**src/shared/slr_pkg.sv**
```systemverilog
/*
  Shared constants, types and helpers for the sensor readout and
  seven-segment scanner: timing, segment patterns, conversion scaling.
  Assumes a single 100 MHz system clock.
*/
`default_nettype none

package slr_pkg;

  // ---------------------------------------------------------------
  // Timing
  // ---------------------------------------------------------------
  localparam int CLK_PERIOD_NS   = 10;
  localparam int TICK_PERIOD_NS  = 500000000;
  localparam int TICK_CYCLES     = TICK_PERIOD_NS / CLK_PERIOD_NS;
  // Kept in ns: the same span in ps would not fit a 32-bit int
  localparam int SCAN_PERIOD_NS  = 3276800;
  localparam int SCAN_CYCLES     = SCAN_PERIOD_NS / CLK_PERIOD_NS;

  // ---------------------------------------------------------------
  // Conversion scaling
  // ---------------------------------------------------------------
  localparam int FULL_SCALE      = 1024;  // Code span of the converter
  localparam int LOAD_HUNDREDTHS = 1000;  // Load resistor, 0.01 kohm units
  localparam int DISP_LIMIT      = 10000; // Four digits
  localparam int DP_POS          = 2;     // Lowest integer digit
  localparam int RES_HI_MSB      = 7;
  localparam int RES_LO_MSB      = 7;
  localparam int RES_LO_LSB      = 6;

  // ---------------------------------------------------------------
  // Segment patterns, bit 7 is the decimal point
  // ---------------------------------------------------------------
  localparam logic [7:0] SEG_DP    = 8'h80;
  localparam logic [7:0] SEG_MINUS = 8'h40;
  localparam logic [9:0][7:0] SEG_DIGIT = {
    8'h6F, 8'h7F, 8'h27, 8'h7D, 8'h6D,
    8'h66, 8'h4F, 8'h5B, 8'h06, 8'h3F};
  localparam logic [3:0][7:0] DISP_RST = {
    8'h3F, 8'hBF, 8'h3F, 8'h3F};
  localparam logic [7:0] SEG_RST   = 8'h3F;

  // ---------------------------------------------------------------
  // Types
  // ---------------------------------------------------------------
  typedef struct packed {
    logic [7:0] hi;
    logic [7:0] lo;
  } slr_result_t;

  typedef enum logic [1:0] {
    SLR_IDLE,
    SLR_CHECK,
    SLR_DIV,
    SLR_STORE
  } slr_phase_t;

  // ---------------------------------------------------------------
  // Helpers
  // ---------------------------------------------------------------
  function automatic logic [13:0] slr_pow10(input logic [1:0] k);
    case (k)
      2'h3:    slr_pow10 = 14'h3E8;
      2'h2:    slr_pow10 = 14'h064;
      2'h1:    slr_pow10 = 14'h00A;
      default: slr_pow10 = 14'h001;
    endcase
  endfunction

  function automatic logic [7:0] slr_seg(input logic [3:0] d);
    if (d > 4'h9) begin
      slr_seg = SEG_MINUS;
    end else begin
      slr_seg = SEG_DIGIT[d];
    end
  endfunction

endpackage

`default_nettype wire

```
**src/logic/slr_top.sv**
```systemverilog
/*
  Sensor readout with a four-digit multiplexed seven-segment display.
  A half-second tick polls and restarts the converter, the result is
  turned into kohm digits, and a scan timer rotates the digits.
  Assumes a converter core on the same clock exposing a busy flag and
  a split result, and an external 2-to-4 decoder on the digit select.
*/
// Overview of operation
// - Half-second tick paces all measurements
// - Every tick starts a new conversion
// - Completion polled at next tick, no interrupt
// - Tick turns result into buffered display digits
// - Result shown as kohm with two decimals
// - Scan counter overflow selects next digit
// - Each digit lit 3.2768 ms, strict rotation
// - Overflow drives new digit pattern and select
// - Eight shared segment lines for all digits
// - Segment lines active high
// - Fixed digit and minus segment patterns
// - Decimal point on lowest integer digit
// - Two select lines feed 2-to-4 decoder
// - Most significant digit on fourth position
// - Start flag starts, clear aborts, reads busy
// - Upper eight bits high byte, two low
`timescale 1ns/1ps
`default_nettype none

module slr_top
  import slr_pkg::*;
#(
  parameter int TICK_CYC = TICK_CYCLES,
  parameter int SCAN_CYC = SCAN_CYCLES
) (
  // Clock and reset
  input  wire logic        clk_i,
  input  wire logic        nrst_i,
  // Converter
  input  wire logic        conv_busy_i,
  input  wire slr_result_t conv_result_i,
  output logic             conv_start_o,
  output logic             conv_abort_o,
  // Display
  output logic [7:0]       segment_outputs_o,
  output logic             digit_select_bit0_o,
  output logic             digit_select_bit1_o
);

  localparam int TW = $clog2(TICK_CYC);
  localparam int SW = $clog2(SCAN_CYC);

  typedef struct packed {
    logic [TW-1:0]    tick_cnt;
    logic [SW-1:0]    scan_cnt;
    logic [1:0]       sel;
    logic [7:0]       seg;
    logic [3:0][7:0]  disp;
    slr_phase_t       phase;
    logic             started;
    logic             restart;
    logic             start;
    logic             abort;
    logic             err;
    logic [9:0]       code;
    logic [23:0]      rem;
    logic [1:0]       k;
    logic [3:0]       dig;
    logic [3:0][3:0]  digits;
  } slr_state_t;

  // ---------------------------------------------------------------
  // Reset release
  // ---------------------------------------------------------------
  logic [1:0] rst_q;
  logic       rst_n;

  always_ff @(posedge clk_i or negedge nrst_i) begin
    if (!nrst_i) begin
      rst_q <= 2'b00;
    end else begin
      rst_q <= {rst_q[0], 1'b1};
    end
  end

  assign rst_n = rst_q[1];

  // ---------------------------------------------------------------
  // State
  // ---------------------------------------------------------------
  slr_state_t s;
  slr_state_t next_s;
  logic       tick;
  logic       scan_ovf;
  logic [9:0] res_code;

  assign tick     = (s.tick_cnt == TW'(TICK_CYC - 1));
  assign scan_ovf = (s.scan_cnt == SW'(SCAN_CYC - 1));
  // Upper eight bits from the high byte, two from the low byte's top
  assign res_code = {conv_result_i.hi[RES_HI_MSB:0],
                     conv_result_i.lo[RES_LO_MSB:RES_LO_LSB]};

  always_comb begin
    logic [23:0] scaled;
    // Widen both factors first so the product cannot wrap at 14 bits
    scaled = 24'(s.code) * 24'(slr_pow10(s.k));
    next_s = s;
    next_s.start = 1'b0;
    next_s.abort = 1'b0;
    next_s.tick_cnt = tick ? '0 : s.tick_cnt + 1'b1;
    next_s.scan_cnt = scan_ovf ? '0 : s.scan_cnt + 1'b1;
    if (scan_ovf) begin
      next_s.sel = s.sel + 2'h1;
      next_s.seg = s.disp[next_s.sel];
    end
    if (s.restart) begin
      next_s.restart = 1'b0;
      next_s.start   = 1'b1;
      next_s.started = 1'b1;
    end
    if (tick) begin
      if (s.started && conv_busy_i) begin
        // Stale conversion: drop it, start afresh next cycle
        next_s.abort   = 1'b1;
        next_s.restart = 1'b1;
      end else begin
        next_s.start   = 1'b1;
        next_s.started = 1'b1;
        if (s.started) begin
          next_s.code  = res_code;
          next_s.phase = SLR_CHECK;
        end
      end
    end
    case (s.phase)
      SLR_CHECK: begin
        // Rs = RL * (1024 - N) / N, in hundredths of a kohm
        next_s.rem = 24'(LOAD_HUNDREDTHS * (FULL_SCALE - int'(s.code)));
        next_s.k   = 2'h3;
        next_s.dig = 4'h0;
        next_s.err = (s.code == 10'h000) ||
                     (next_s.rem >= 24'(int'(s.code) * DISP_LIMIT));
        next_s.phase = next_s.err ? SLR_STORE : SLR_DIV;
      end
      SLR_DIV: begin
        // One subtraction per cycle keeps the datapath to one adder
        if (s.rem >= scaled) begin
          next_s.rem = s.rem - scaled;
          next_s.dig = s.dig + 4'h1;
        end else begin
          next_s.digits[s.k] = s.dig;
          next_s.dig = 4'h0;
          if (s.k == 2'h0) begin
            next_s.phase = SLR_STORE;
          end else begin
            next_s.k = s.k - 2'h1;
          end
        end
      end
      SLR_STORE: begin
        for (int i = 0; i < 4; i++) begin
          // Out of range shows dashes on every position
          next_s.disp[i] = s.err ? SEG_MINUS : slr_seg(s.digits[i]);
          if (i == DP_POS && !s.err) begin
            next_s.disp[i] = next_s.disp[i] | SEG_DP;
          end
        end
        next_s.phase = SLR_IDLE;
      end
      default: begin
      end
    endcase
  end

  always_ff @(posedge clk_i or negedge rst_n) begin
    if (!rst_n) begin
      s          <= '0;
      s.disp     <= DISP_RST;
      s.seg      <= SEG_RST;
      s.phase    <= SLR_IDLE;
    end else begin
      s <= next_s;
    end
  end

  assign conv_start_o        = s.start;
  assign conv_abort_o        = s.abort;
  assign segment_outputs_o   = s.seg;
  assign digit_select_bit0_o = s.sel[0];
  assign digit_select_bit1_o = s.sel[1];

  logic [31:0] tick_gap;
  logic [31:0] scan_gap;
  logic        tick_seen;
  logic        scan_seen;
  logic [7:0]  exp_seg;

  assign exp_seg = s.disp[s.sel + 2'h1];

  always_ff @(posedge clk_i or negedge rst_n) begin
    if (!rst_n) begin
      tick_gap  <= 32'h0;
      scan_gap  <= 32'h0;
      tick_seen <= 1'b0;
      scan_seen <= 1'b0;
    end else begin
      tick_gap  <= tick ? 32'h0 : tick_gap + 32'h1;
      scan_gap  <= scan_ovf ? 32'h0 : scan_gap + 32'h1;
      tick_seen <= tick_seen | tick;
      scan_seen <= scan_seen | scan_ovf;
    end
  end
endmodule

`default_nettype wire

```
**config.mk**
```make
export PLATFORM = sky130hd
export DESIGN_NAME = slr_top
export DESIGN_NICKNAME = d
export VERILOG_FILES = /design/src/shared/slr_pkg.sv /design/src/logic/slr_top.sv
export SDC_FILE = /design/constraint.sdc
export NUM_CORES = 1
export LEC_CHECK = 0
export ABC_CLOCK_PERIOD_IN_PS = 4200
export BUFFER_PORTS_ARGS = -buffer_cell sky130_fd_sc_hd__buf_4
export CORE_ASPECT_RATIO = 0.9
export CORE_MARGIN = 5
export CORE_UTILIZATION = 30
export CTS_CLUSTER_DIAMETER = 200
export DETAILED_ROUTE_END_ITERATION = 8
export HOLD_SLACK_MARGIN = 0.15
export PLACE_DENSITY = 0.57
export RECOVER_POWER = 100
export SETUP_SLACK_MARGIN = 0.05
export SLEW_MARGIN = 0
export SYNTH_ARGS = -nofsm -noshare
export SYNTH_HDL_FRONTEND = slang
export SYNTH_SLANG_ARGS = --single-unit
```
**constraint.sdc**
```tcl
create_clock -name clk_i -period 4.2 [get_ports clk_i]
set_clock_uncertainty 0.15 [all_clocks]
set_input_delay 0.63 -clock clk_i [delete_from_list [all_inputs] [get_ports clk_i]]
set_output_delay 0.63 -clock clk_i [all_outputs]
set_load 0.05 [all_outputs]
```
======== Word level (Yosys, flattened, before mapping) ========
Memories as Yosys holds them, arrays and structs flattened.
Cells that the tools add are included.
storage, ports and cells
  register bits ........................... 152
  latch bits .............................. 0
  bits in writable memories ............... 0
  ROM bits ................................ 512
  bits of input ports ..................... 19
  output and inout bits ................... 12
  memories ................................ 4
operators by class
  add/subtract/negate cells ............... 7
  $mul .................................... 3
  divide/modulo/power cells ............... 0
  order comparisons ....................... 13
  equality and inequality tests ........... 11
  shift operators ......................... 0
  muxes and demuxes ....................... 37
  bitwise operators ....................... 2
  reductions and logical operators ........ 10
memory list
  memory            depth  width  read ports  clocked after memory_dff  write ports  RTL line       RTL
  (name not given)  16     8      1           0                         0            slr_pkg.sv:74  slr_seg = SEG_DIGIT[d];
  (name not given)  16     8      1           0                         0            slr_pkg.sv:74
  (name not given)  16     8      1           0                         0            slr_pkg.sv:74
  (name not given)  16     8      1           0                         0            slr_pkg.sv:74
operators by type and width
  operator                                              count
  two-way mux 8 bit                                     14
  case mux 30 bit (2 select lines)                      1
  >= comparator 24 bit                                  2
  case mux 10 bit (3 select lines)                      1
  adder 26 x 1 -> 26 bit, second input constant         1
  equality test 26 bit, second input constant           1
  two-way mux 26 bit                                    1
  multiplier 10 x 14 -> 24 bit                          1
  two-way mux 24 bit                                    1
  subtractor 24 bit                                     1
  < comparator 4 x 5 -> 1 bit, second input constant    4
  multiplier 10 x 10 -> 20 bit, second input constant   1
  multiplier 8 x 12 -> 20 bit, first input constant     1
  adder 19 x 1 -> 19 bit, second input constant         1
  equality test 19 bit, second input constant           1
  two-way mux 19 bit                                    1
  binary-select mux 8 bit (select 2 bit)                1
  bitwise mux 16 bit                                    1
  greater-than comparator 4 bit, second input constant  4
  subtractor 11 x 10 -> 12 bit, first input constant    1
  zero test 10 bit                                      1
  two-way mux 2 bit                                     5
  demux 4 bit (select 2 bit)                            1
  equality test 2 bit, second input constant            4
  other kinds (19)                                      32

======== Depth between registers and ports, before layout ========
Gate-level depths: netlist (run 1).
  depth in word-level cells ............... 6
  gate-level depth with buffers ........... 34
  mapped depth without buffers ............ 31

======== Least setup slack after synthesis (run 1) ========
No wires, ideal clock.
  path type ............................... reg-to-reg
  start ................................... register s[20] in the netlist's numbering
  end ..................................... register s[44] in the netlist's numbering
  setup time .............................. 0.120 ns
  data arrival time ....................... 7.362 ns
  setup slack ............................. -3.432 ns
  cell stages (with the launch flop) ...... 34
  cells stage by stage .................... dfrtp_1 > inv_2 > ha_1 > clkbuf_1 > clkbuf_1 > nor3_1 > fa_1 > inv_1 > fa_1 > fa_1 > inv_1 > fa_1 > inv_1 > fa_1 > inv_1 > ha_1 > a21o_1 > a21oi_1 > o21ai_0 > o21a_1 > o21ai_0 > a21oi_1 > o41a_1 > xnor2_1 > ha_1 > buf_2 > a21oi_2 > o21ai_0 > nor4b_1 > nand3_2 > mux2i_4 > buf_4 > a21oi_1 > o211a_1
on the way
  word-level cells in the longest chain between the ends .. 6
  elaborated cells on any way between the ends .. 11
  classes of those cells .................. add/sub (1); mul (1); order compare (1); eq/ne (4); mux (3); reduce/logical (1)
ends and longest elaborated chain
  element                                                                  RTL line                        RTL
  start, declared                                                          slr_top.sv:89                   slr_state_t s;
  start signal, assigned                                                   slr_top.sv:180                  s <= next_s;
  equality test 2 x 1 -> 1 bit or equality test 2 bit (tied branches)      slr_pkg.sv:62                   case (k)
  case mux 10 bit (3 select lines) *                                       slr_pkg.sv:62
  multiplier 10 x 14 -> 24 bit *                                           slr_top.sv:104                  scaled = 24'(s.code) * 24'(slr_pow10(s.k));
  subtractor 24 bit or >= comparator 24 bit (tied branches)                slr_top.sv:146, slr_top.sv:145
  two-way mux 24 bit or inequality test 2 bit (tied branches)              n/a
  case mux 30 bit (2 select lines) or AND reduction 2 bit (tied branches)  n/a
Mark *: on every way between the ends. The rest lies on a longest branch, timed or not. The select of a mux whose other input is x is not followed.
A chain may end at the register's enable or synchronous reset.

======== Worst setup path after layout (run 1) ========
  start ................................... register s[21] in the netlist's numbering
  end ..................................... register s[6] in the netlist's numbering
on the way
  word-level cells in the longest chain between the ends .. 6
  elaborated cells on any way between the ends .. 14
  classes of those cells .................. mul (1); order compare (3); eq/ne (3); mux (4); bitwise (1); reduce/logical (2)
ends and longest elaborated chain
  element                                                              RTL line        RTL
  equality test 2 x 1 -> 1 bit or equality test 2 bit (tied branches)  slr_pkg.sv:62
  case mux 10 bit (3 select lines)                                     slr_pkg.sv:62
  multiplier 10 x 14 -> 24 bit                                         slr_top.sv:104
  >= comparator 24 bit                                                 slr_top.sv:145  if (s.rem >= scaled) begin
  NOT 1 bit (no source line)                                           n/a
  AND reduction 2 bit (no source line)                                 n/a
Several ways; a longest one is shown, not always the timed one.

==> metrics.md, run 1 <==
| Metric | Value |
|---|---|
| Outcome | `finished with violations` |
| Failing checks | `capacitance limit, slew limit, setup timing` |
| Sequential share of the synthesized area | `24.4%` |
| Fmax | `135 MHz` |
| Final Max Slew Viols | `66` |
| Die extent in y | `225 µm` |
| Combinational family with the most area after synthesis | `adder cells` |
| # DRC | `0` |
| Initial antenna violation count | `0` |
| Worst-path fanout max | `6` |
| Global route overflow | `0` |
| Hold_sp | `rst_q[0]` |
| Layout cell share with drive strength beyond 1 | `approximately 28%` |
| Critical Path AT | `7.56 ns` |
| Leak pwr | `10.3 nW` |
| Synth unique cells | `78` |
| CTS Buf Count | `17` |
| Crit Path Category | `reg2reg` |
| RSZ-0062 raised after global routing | `true` |
| Setup total negative slack | `-151.44 ns` |
| Die X | `249 µm` |
| Worst setup SP type | `flip-flop` |
| Post-synthesis adder-cell area fraction | `33.9%` |
| Worst reg2reg setup slack | `-3.20 ns` |
| Syn Area/Cell | `~9.4 µm²` |
| Leading area contributor after synthesis | `ha_1` |
| Simple-Gate Fraction of Synth Area | `13.1%` |
| Multiplexer share of the synthesized area | `3.31%` |
| Area Growth Syn to Fin | `30.7%` |
| Final wirelength | `39200 µm` |
| Post-synth top cells | `248 x ha_1, 248 x inv_1, 118 x nand2_1` |
| Tcrit/Tclk final | `176%` |
| Final setup margin | `-3.20 ns` |
| Pwr Total | `3.09 mW` |
| FP Rows | `between 70 and 80` |
| Primary FF master, synth | `dfrtp_1` |
| Worst Path Required | `4.36 ns` |
| Top cells by area, synth | `ha_1 20%, dfrtp_1 19%, fa_1 14%` |
| Reg-to-reg endpoint | `s[6]` |
| Clock Tree Root | `clkbuf_16` |
| Synthesized flop and latch total | `148` |
| Final Hold Fails | `0` |
| R2R cell count | `30` |
| Syn_nets | `between 2000 and 2500` |
| Max_cap viols | `1` |
| Largest net degree at the start of global routing | `83` |
| Mapped Cells | `1639` |
| XOR/XNOR Fraction of Synth Area | `approximately 6%` |
| Total GRT Usage | `14.2%` |
| Antenna diodes | `0` |
| Post-DR wirelength/cell | `~15 µm` |
| CP max stage delay | `0.55 ns` |
| Initial Utilization | `30.4%` |
| PD cells | `154 nW/µm²` |
| Hold path depth | `0` |
| I/O pin cnt | `31` |
| DPL Wire Length | `31900 µm` |
| Number of I/O port buffers | `24` |
| Final Setup Violations | `between 40 and 50` |
| Worst hold path endpoint | `rst_q[1]` |
| Reg2reg start | `s[21]` |
| Layout Nets | `2344` |
| CP most frequent cell | `fa_1` |
| Slowest stage cell on the critical path | `fa_1` |
| Period minus WS final | `about 7.4 ns` |
| Vias in the first global route | `12902` |
| Post-synthesis compound-gate area fraction | `11.7%` |
| Number of synthesized flops with an enable pin | `0` |
| Vias per cell | `4.64` |
| CP Capture Type | `flip-flop` |
| Slew HR | `-77.8%` |
| Worst vdd ir | `256 µV` |
| Die footprint | `~56000 µm²` |
| Routed Antenna Nets | `0` |
| Placed Area | `18700 µm²` |
| Yosys Warn Count | `0` |
| Synth top area share | `20.2%` |
| Final Cell Area | `20100 µm²` |
| Pre-antenna DRT Iters | `5` |
| Worst slack, placed | `-3.37 ns` |
| First-pass GRT wire length | `~65000 µm` |
| Clock transition at path regs | `0.07 ns` |
| Core box area | `slightly above 50000 µm²` |
| CTS tree | `built` |
| DRT iter0 DRCs | `616` |
| CTS H-tree depth | `4` |
| Routed via count | `12375` |
| Fin cells | `2665` |
| Hold Crit Class | `reg2reg` |
| Asr flop ratio synth | `100%` |
| CTS Buffer Depth | `2` |
| Placed instance count | `~2600` |
| Slew @ Worst Pin | `2.67 ns` |
| Routability cong. | `0.873` |
| Mapped Area | `between 15000 and 20000 µm²` |
| Worst-Skew Late Latency | `0.44 ns` |
| Clock sinks | `148` |
==> layout by cell type, fill, tap and decap left out, types with 27 or more instances in the layout <==
| master | instances |
|---|---|
| nand2_1 | 97 |
| fa_1 | 104 |
| a21o_1 | 33 |
| o21ai_0 | 61 |
| buf_4 | 314 |
| dfstp_2 | 31 |
| nor2_1 | 101 |
| dfrtp_1 | 110 |
| inv_1 | 234 |
| xor2_1 | 50 |
| xnor2_1 | 52 |
| a21oi_1 | 51 |
| ha_1 | 230 |
| and2_1 | 27 |
==> timing repair <==
item | in CTS | in global routing
endpoints found under the setup margin | 49 | 49
endpoints found under the hold margin | 2 | 0
gates resized for setup | 88 | 49
hold buffers | 1 | 0
gates cloned | 2 | 0
buffers inserted | 35 | 6
pin swaps | 70 | 20
==> worst max-delay path, delay by kind of cell (launching register included) <==
| family | cells | cell delay, ns |
|---|---|---|
| compound gates | 8 | 1.40 |
| fa+ha+maj | 8 | 3.24 |
| buf+inv | 5 | 0.36 |
| flops | 1 | 0.49 |
| mux | 1 | 0.29 |
| simple gates | 8 | 1.34 |
==> where the power goes <==
| part | internal [mW] | switching, mW | leakage (nW) |
|---|---|---|---|
| clock | 0.950 | 0.671 | 0.300 |
| combinational | 0.00793 | 0.0177 | 8.17 |
| sequential | 1.43 | 0.0122 | 1.85 |
==> state kept, by name, indices dropped and copies added (netlist names) <==
name,count
digit_select_bit1_o,1
s,134
rst_q,2
segment_outputs_o,8
conv_start_o,1
digit_select_bit0_o,1
conv_abort_o,1
==> per-stage QoR <==
step	utilization [%]	hold slack [ns]
4_1_cts	39.6	0.207
3_5_place_dp	37.0	0.190
2_1_floorplan	-	0.181
6_report	39.7	0.206
5_1_grt	39.7	0.211
3_3_place_gp	37.0	0.188
==> cell type report <==
class                      instances  area, µm²
fill                            5071      30500
clock buffer                      19        433
timing repair buffer             356       2770
tap                              680        851
clock inverter                    13        175
sequential                       148       3750
multi-input combinational       1200      11100
inverter                         249        957
==> layer usage <==
metal	wire [µm]	GRT usage, %	up-vias
li1	-	-	6177
met1	19000	19.4	6006
met2	18400	23.9	162
met3	1250	2.36	30
met4	559	2.94	0
met5	0	0	-
==> how the worst max path moves through the flow <==
stage | start | to
floorplan | s[20] | s[44]
global placement | s[20] | s[4]
detailed placement | s[20] | s[6]
CTS | s[21] | s[44]
global route | s[21] | s[6]
finish | s[21] | s[6]
==> cell families after synthesis <==
| family | Yosys count |
|---|---|
| buffers and inverters | 291 |
| adders and majority gates | 353 |
| xor gates and xnor gates | 108 |
| DFF | 148 |
| muxes | 39 |
| and+or+nand+nor | 412 |
| AOI/OAI and AO/OA | 287 |
| other | 1 |
(Power assumes the default switching activity.)
==> run 2, diff against run 1 <==
--- a/config.mk
+++ b/config.mk
@@ -16,6 +16,7 @@
 export PLACE_DENSITY = 0.57
 export RECOVER_POWER = 100
 export SETUP_SLACK_MARGIN = 0.05
+export SKIP_CTS_REPAIR_TIMING = 1
 export SLEW_MARGIN = 0
 export SYNTH_ARGS = -nofsm -noshare
 export SYNTH_HDL_FRONTEND = slang
==> metrics.md, run 2 (synthesis results as in run 1) <==
| Metric | Value |
|---|---|
| Outcome | `finished with violations` |
| Failing checks | `capacitance limit, slew limit, setup timing` |
| DPL Wire Length | `31900 µm` |
| Vias in the first global route | `12622` |
| Reg-to-reg endpoint | `s[6]` |
| Worst Path Required | `~4.4 ns` |
| Pwr Total | `3.09 mW` |
| Placed Area | `18700 µm²` |
| Clock share of power | `52.5%` |
| Slew HR | `-77.0%` |
| CP max stage delay | `0.53 ns` |
| Number of I/O port buffers | `24` |
| CP most frequent cell | `fa_1` |
| First-pass GRT wire length | `64000 µm` |
| PD cells | `154 nW/µm²` |
| Worst setup SP type | `flip-flop` |
| Routed Antenna Nets | `0` |
| Crit Path Category | `reg2reg` |
| CTS Buffer Depth | `2` |
| Initial Utilization | `30.4%` |
| Clock sinks | `148` |
| Multi-input gate area | `11100 µm²` |
| Critical Path AT | `about 7.6 ns` |
| Worst reg2reg setup slack | `-3.28 ns` |
| Commonest cells after routing, fill and taps aside | `306 x buf_4, 235 x inv_1, 231 x ha_1, 110 x dfrtp_1, 104 x nand2_1` |
| Biggest register | `s` |
| RSZ-0062 raised after global routing | `true` |
| Sequential Power Share | `46.6%` |
| Largest net degree at the start of global routing | `83` |
| Leak pwr | `10.3 nW` |
| GRT met1 Usage | `between 10% and 20%` |
| Global route overflow | `0` |
| Layout Nets | `2337` |
| DRT iter0 DRCs | `574` |
| Hold path depth | `0` |
| CP Capture Type | `flip-flop` |
| Grt met2 use | `23.0%` |
| Final Setup Violations | `49` |
| Die extent in y | `between 200 and 250 µm` |
| Routability cong. | `0.873` |
| Core box area | `50600 µm²` |
| Post-DR wirelength/cell | `14.7 µm` |
| I/O pin cnt | `31` |
| CTS tree | `built` |
| Period minus WS final | `7.48 ns` |
| Pre-antenna DRT Iters | `4` |
| Die X | `249 µm` |
| Kind of cell adding the most delay to the critical path | `adder cells` |
| Total GRT Usage | `13.9%` |
| Clock Tree Root | `clkbuf_16` |
| CTS Buf Count | `17` |
| Worst vdd ir | `about 260 µV` |
| Commonest non-fill, non-tap cell in the layout | `buf_4` |
| P_int | `2.38 mW` |
| Die footprint | `55800 µm²` |
| Final Cell Area | `approximately 20000 µm²` |
| CTS H-tree depth | `4` |
| Max FFs per register | `134` |
| FP Rows | `78` |
| R2R cell count | `30` |
| Final Max Slew Viols | `66` |
| Worst slack, placed | `-3.37 ns` |
| Max_cap viols | `1` |
| Final setup margin | `-3.28 ns` |
| Tcrit/Tclk final | `178%` |
| Share of power burned in combinational logic | `less than 1%` |
| Fmax | `134 MHz` |
| Layout cell share with drive strength beyond 1 | `27.0%` |
| Vias per cell | `4.64` |
| # DRC | `0` |
| Worst-Skew Late Latency | `about 0.44 ns` |
| Reg2reg start | `s[20]` |
| M3 GR Usage | `2.36%` |
| # fillers | `5051` |
| Hold_sp | `rst_q[0]` |
| Worst-path fanout max | `6` |
| WP buf/inv | `6` |
| Sw Ratio | `22.7%` |
| Worst hold path endpoint | `rst_q[1]` |
| Final Hold Fails | `0` |
| Hold Crit Class | `reg2reg` |
| Most used routing layer | `met2` |
| Slowest stage cell on the critical path | `fa_1` |
| Net Switching | `approximately 0.70 mW` |
| Slew @ Worst Pin | `2.65 ns` |
| Initial antenna violation count | `0` |
| Sequential cell area | `3750 µm²` |
| Routed via count | `about 12000` |
| Area Growth Syn to Fin | `30.1%` |
| Clock transition at path regs | `0.07 ns` |
| Final wirelength | `39100 µm` |
## run 2: changes by cell type in the layout (fill, tap and decap cells not counted), sizes merged
| cell | previous run | this run |
|---|---|---|
| buf | 337 | 330 |
| clkinv | 5 | 6 |
| diode | 0 | 1 |
| inv | 254 | 253 |
## run 2: worst max-delay path by stage
stage / start / end / slack [ns] / cells past startpoint
detailed placement: s[20] / s[6] / -3.37 / 29
finish: s[20] / s[6] / -3.28 / 30
floorplan: s[20] / s[44] / -2.94 / 33
global route: s[20] / s[6] / -3.54 / 32
global placement: s[20] / s[4] / -3.22 / 29
CTS: s[20] / s[6] / -3.41 / 29
## run 2: area by class of cell
cell class | instances | share of cell area, %
antenna | 1 | 0.0125
clock buffer | 19 | 2.17
clock inverter | 13 | 0.876
inverter | 249 | 4.80
multi-input combinational | 1200 | 55.6
sequential | 148 | 18.8
tap | 680 | 4.26
timing repair buffer | 349 | 13.5
## run 2: power by group through the flow
stage / logic [mW] / clock network [mW] / registers (mW)
finish: 0.0254 / 1.62 / 1.44
global route: 0.0305 / 1.72 / 1.44
CTS: 0.0279 / 1.66 / 1.44
detailed placement: 0.0279 / 0 / 1.47
global placement: 0.0273 / 0 / 1.47
floorplan: 0.000317 / 0 / 1.47
## run 2: metal layers
metal / wire length, µm / up-vias
met5: 0 / -
met4: 593 / 0
met3: 1250 / 36
met2: 18400 / 144
met1: 18900 / 5990
li1: - / 6166
## run 2: per-stage QoR
stage | cells | utilization (%) | hold WS [ns] | setup TNS [ns]
after floorplan | 1639 | - | 0.181 | -136.84
after global placement | 2591 | 37.0 | 0.188 | -153.51
after detailed placement | 2591 | 37.0 | 0.190 | -161.16
after CTS | 2623 | 38.2 | -0.211 | -162.91
after global routing | 2658 | 39.5 | 0.211 | -194.80
final | 2659 | 39.5 | 0.206 | -153.39
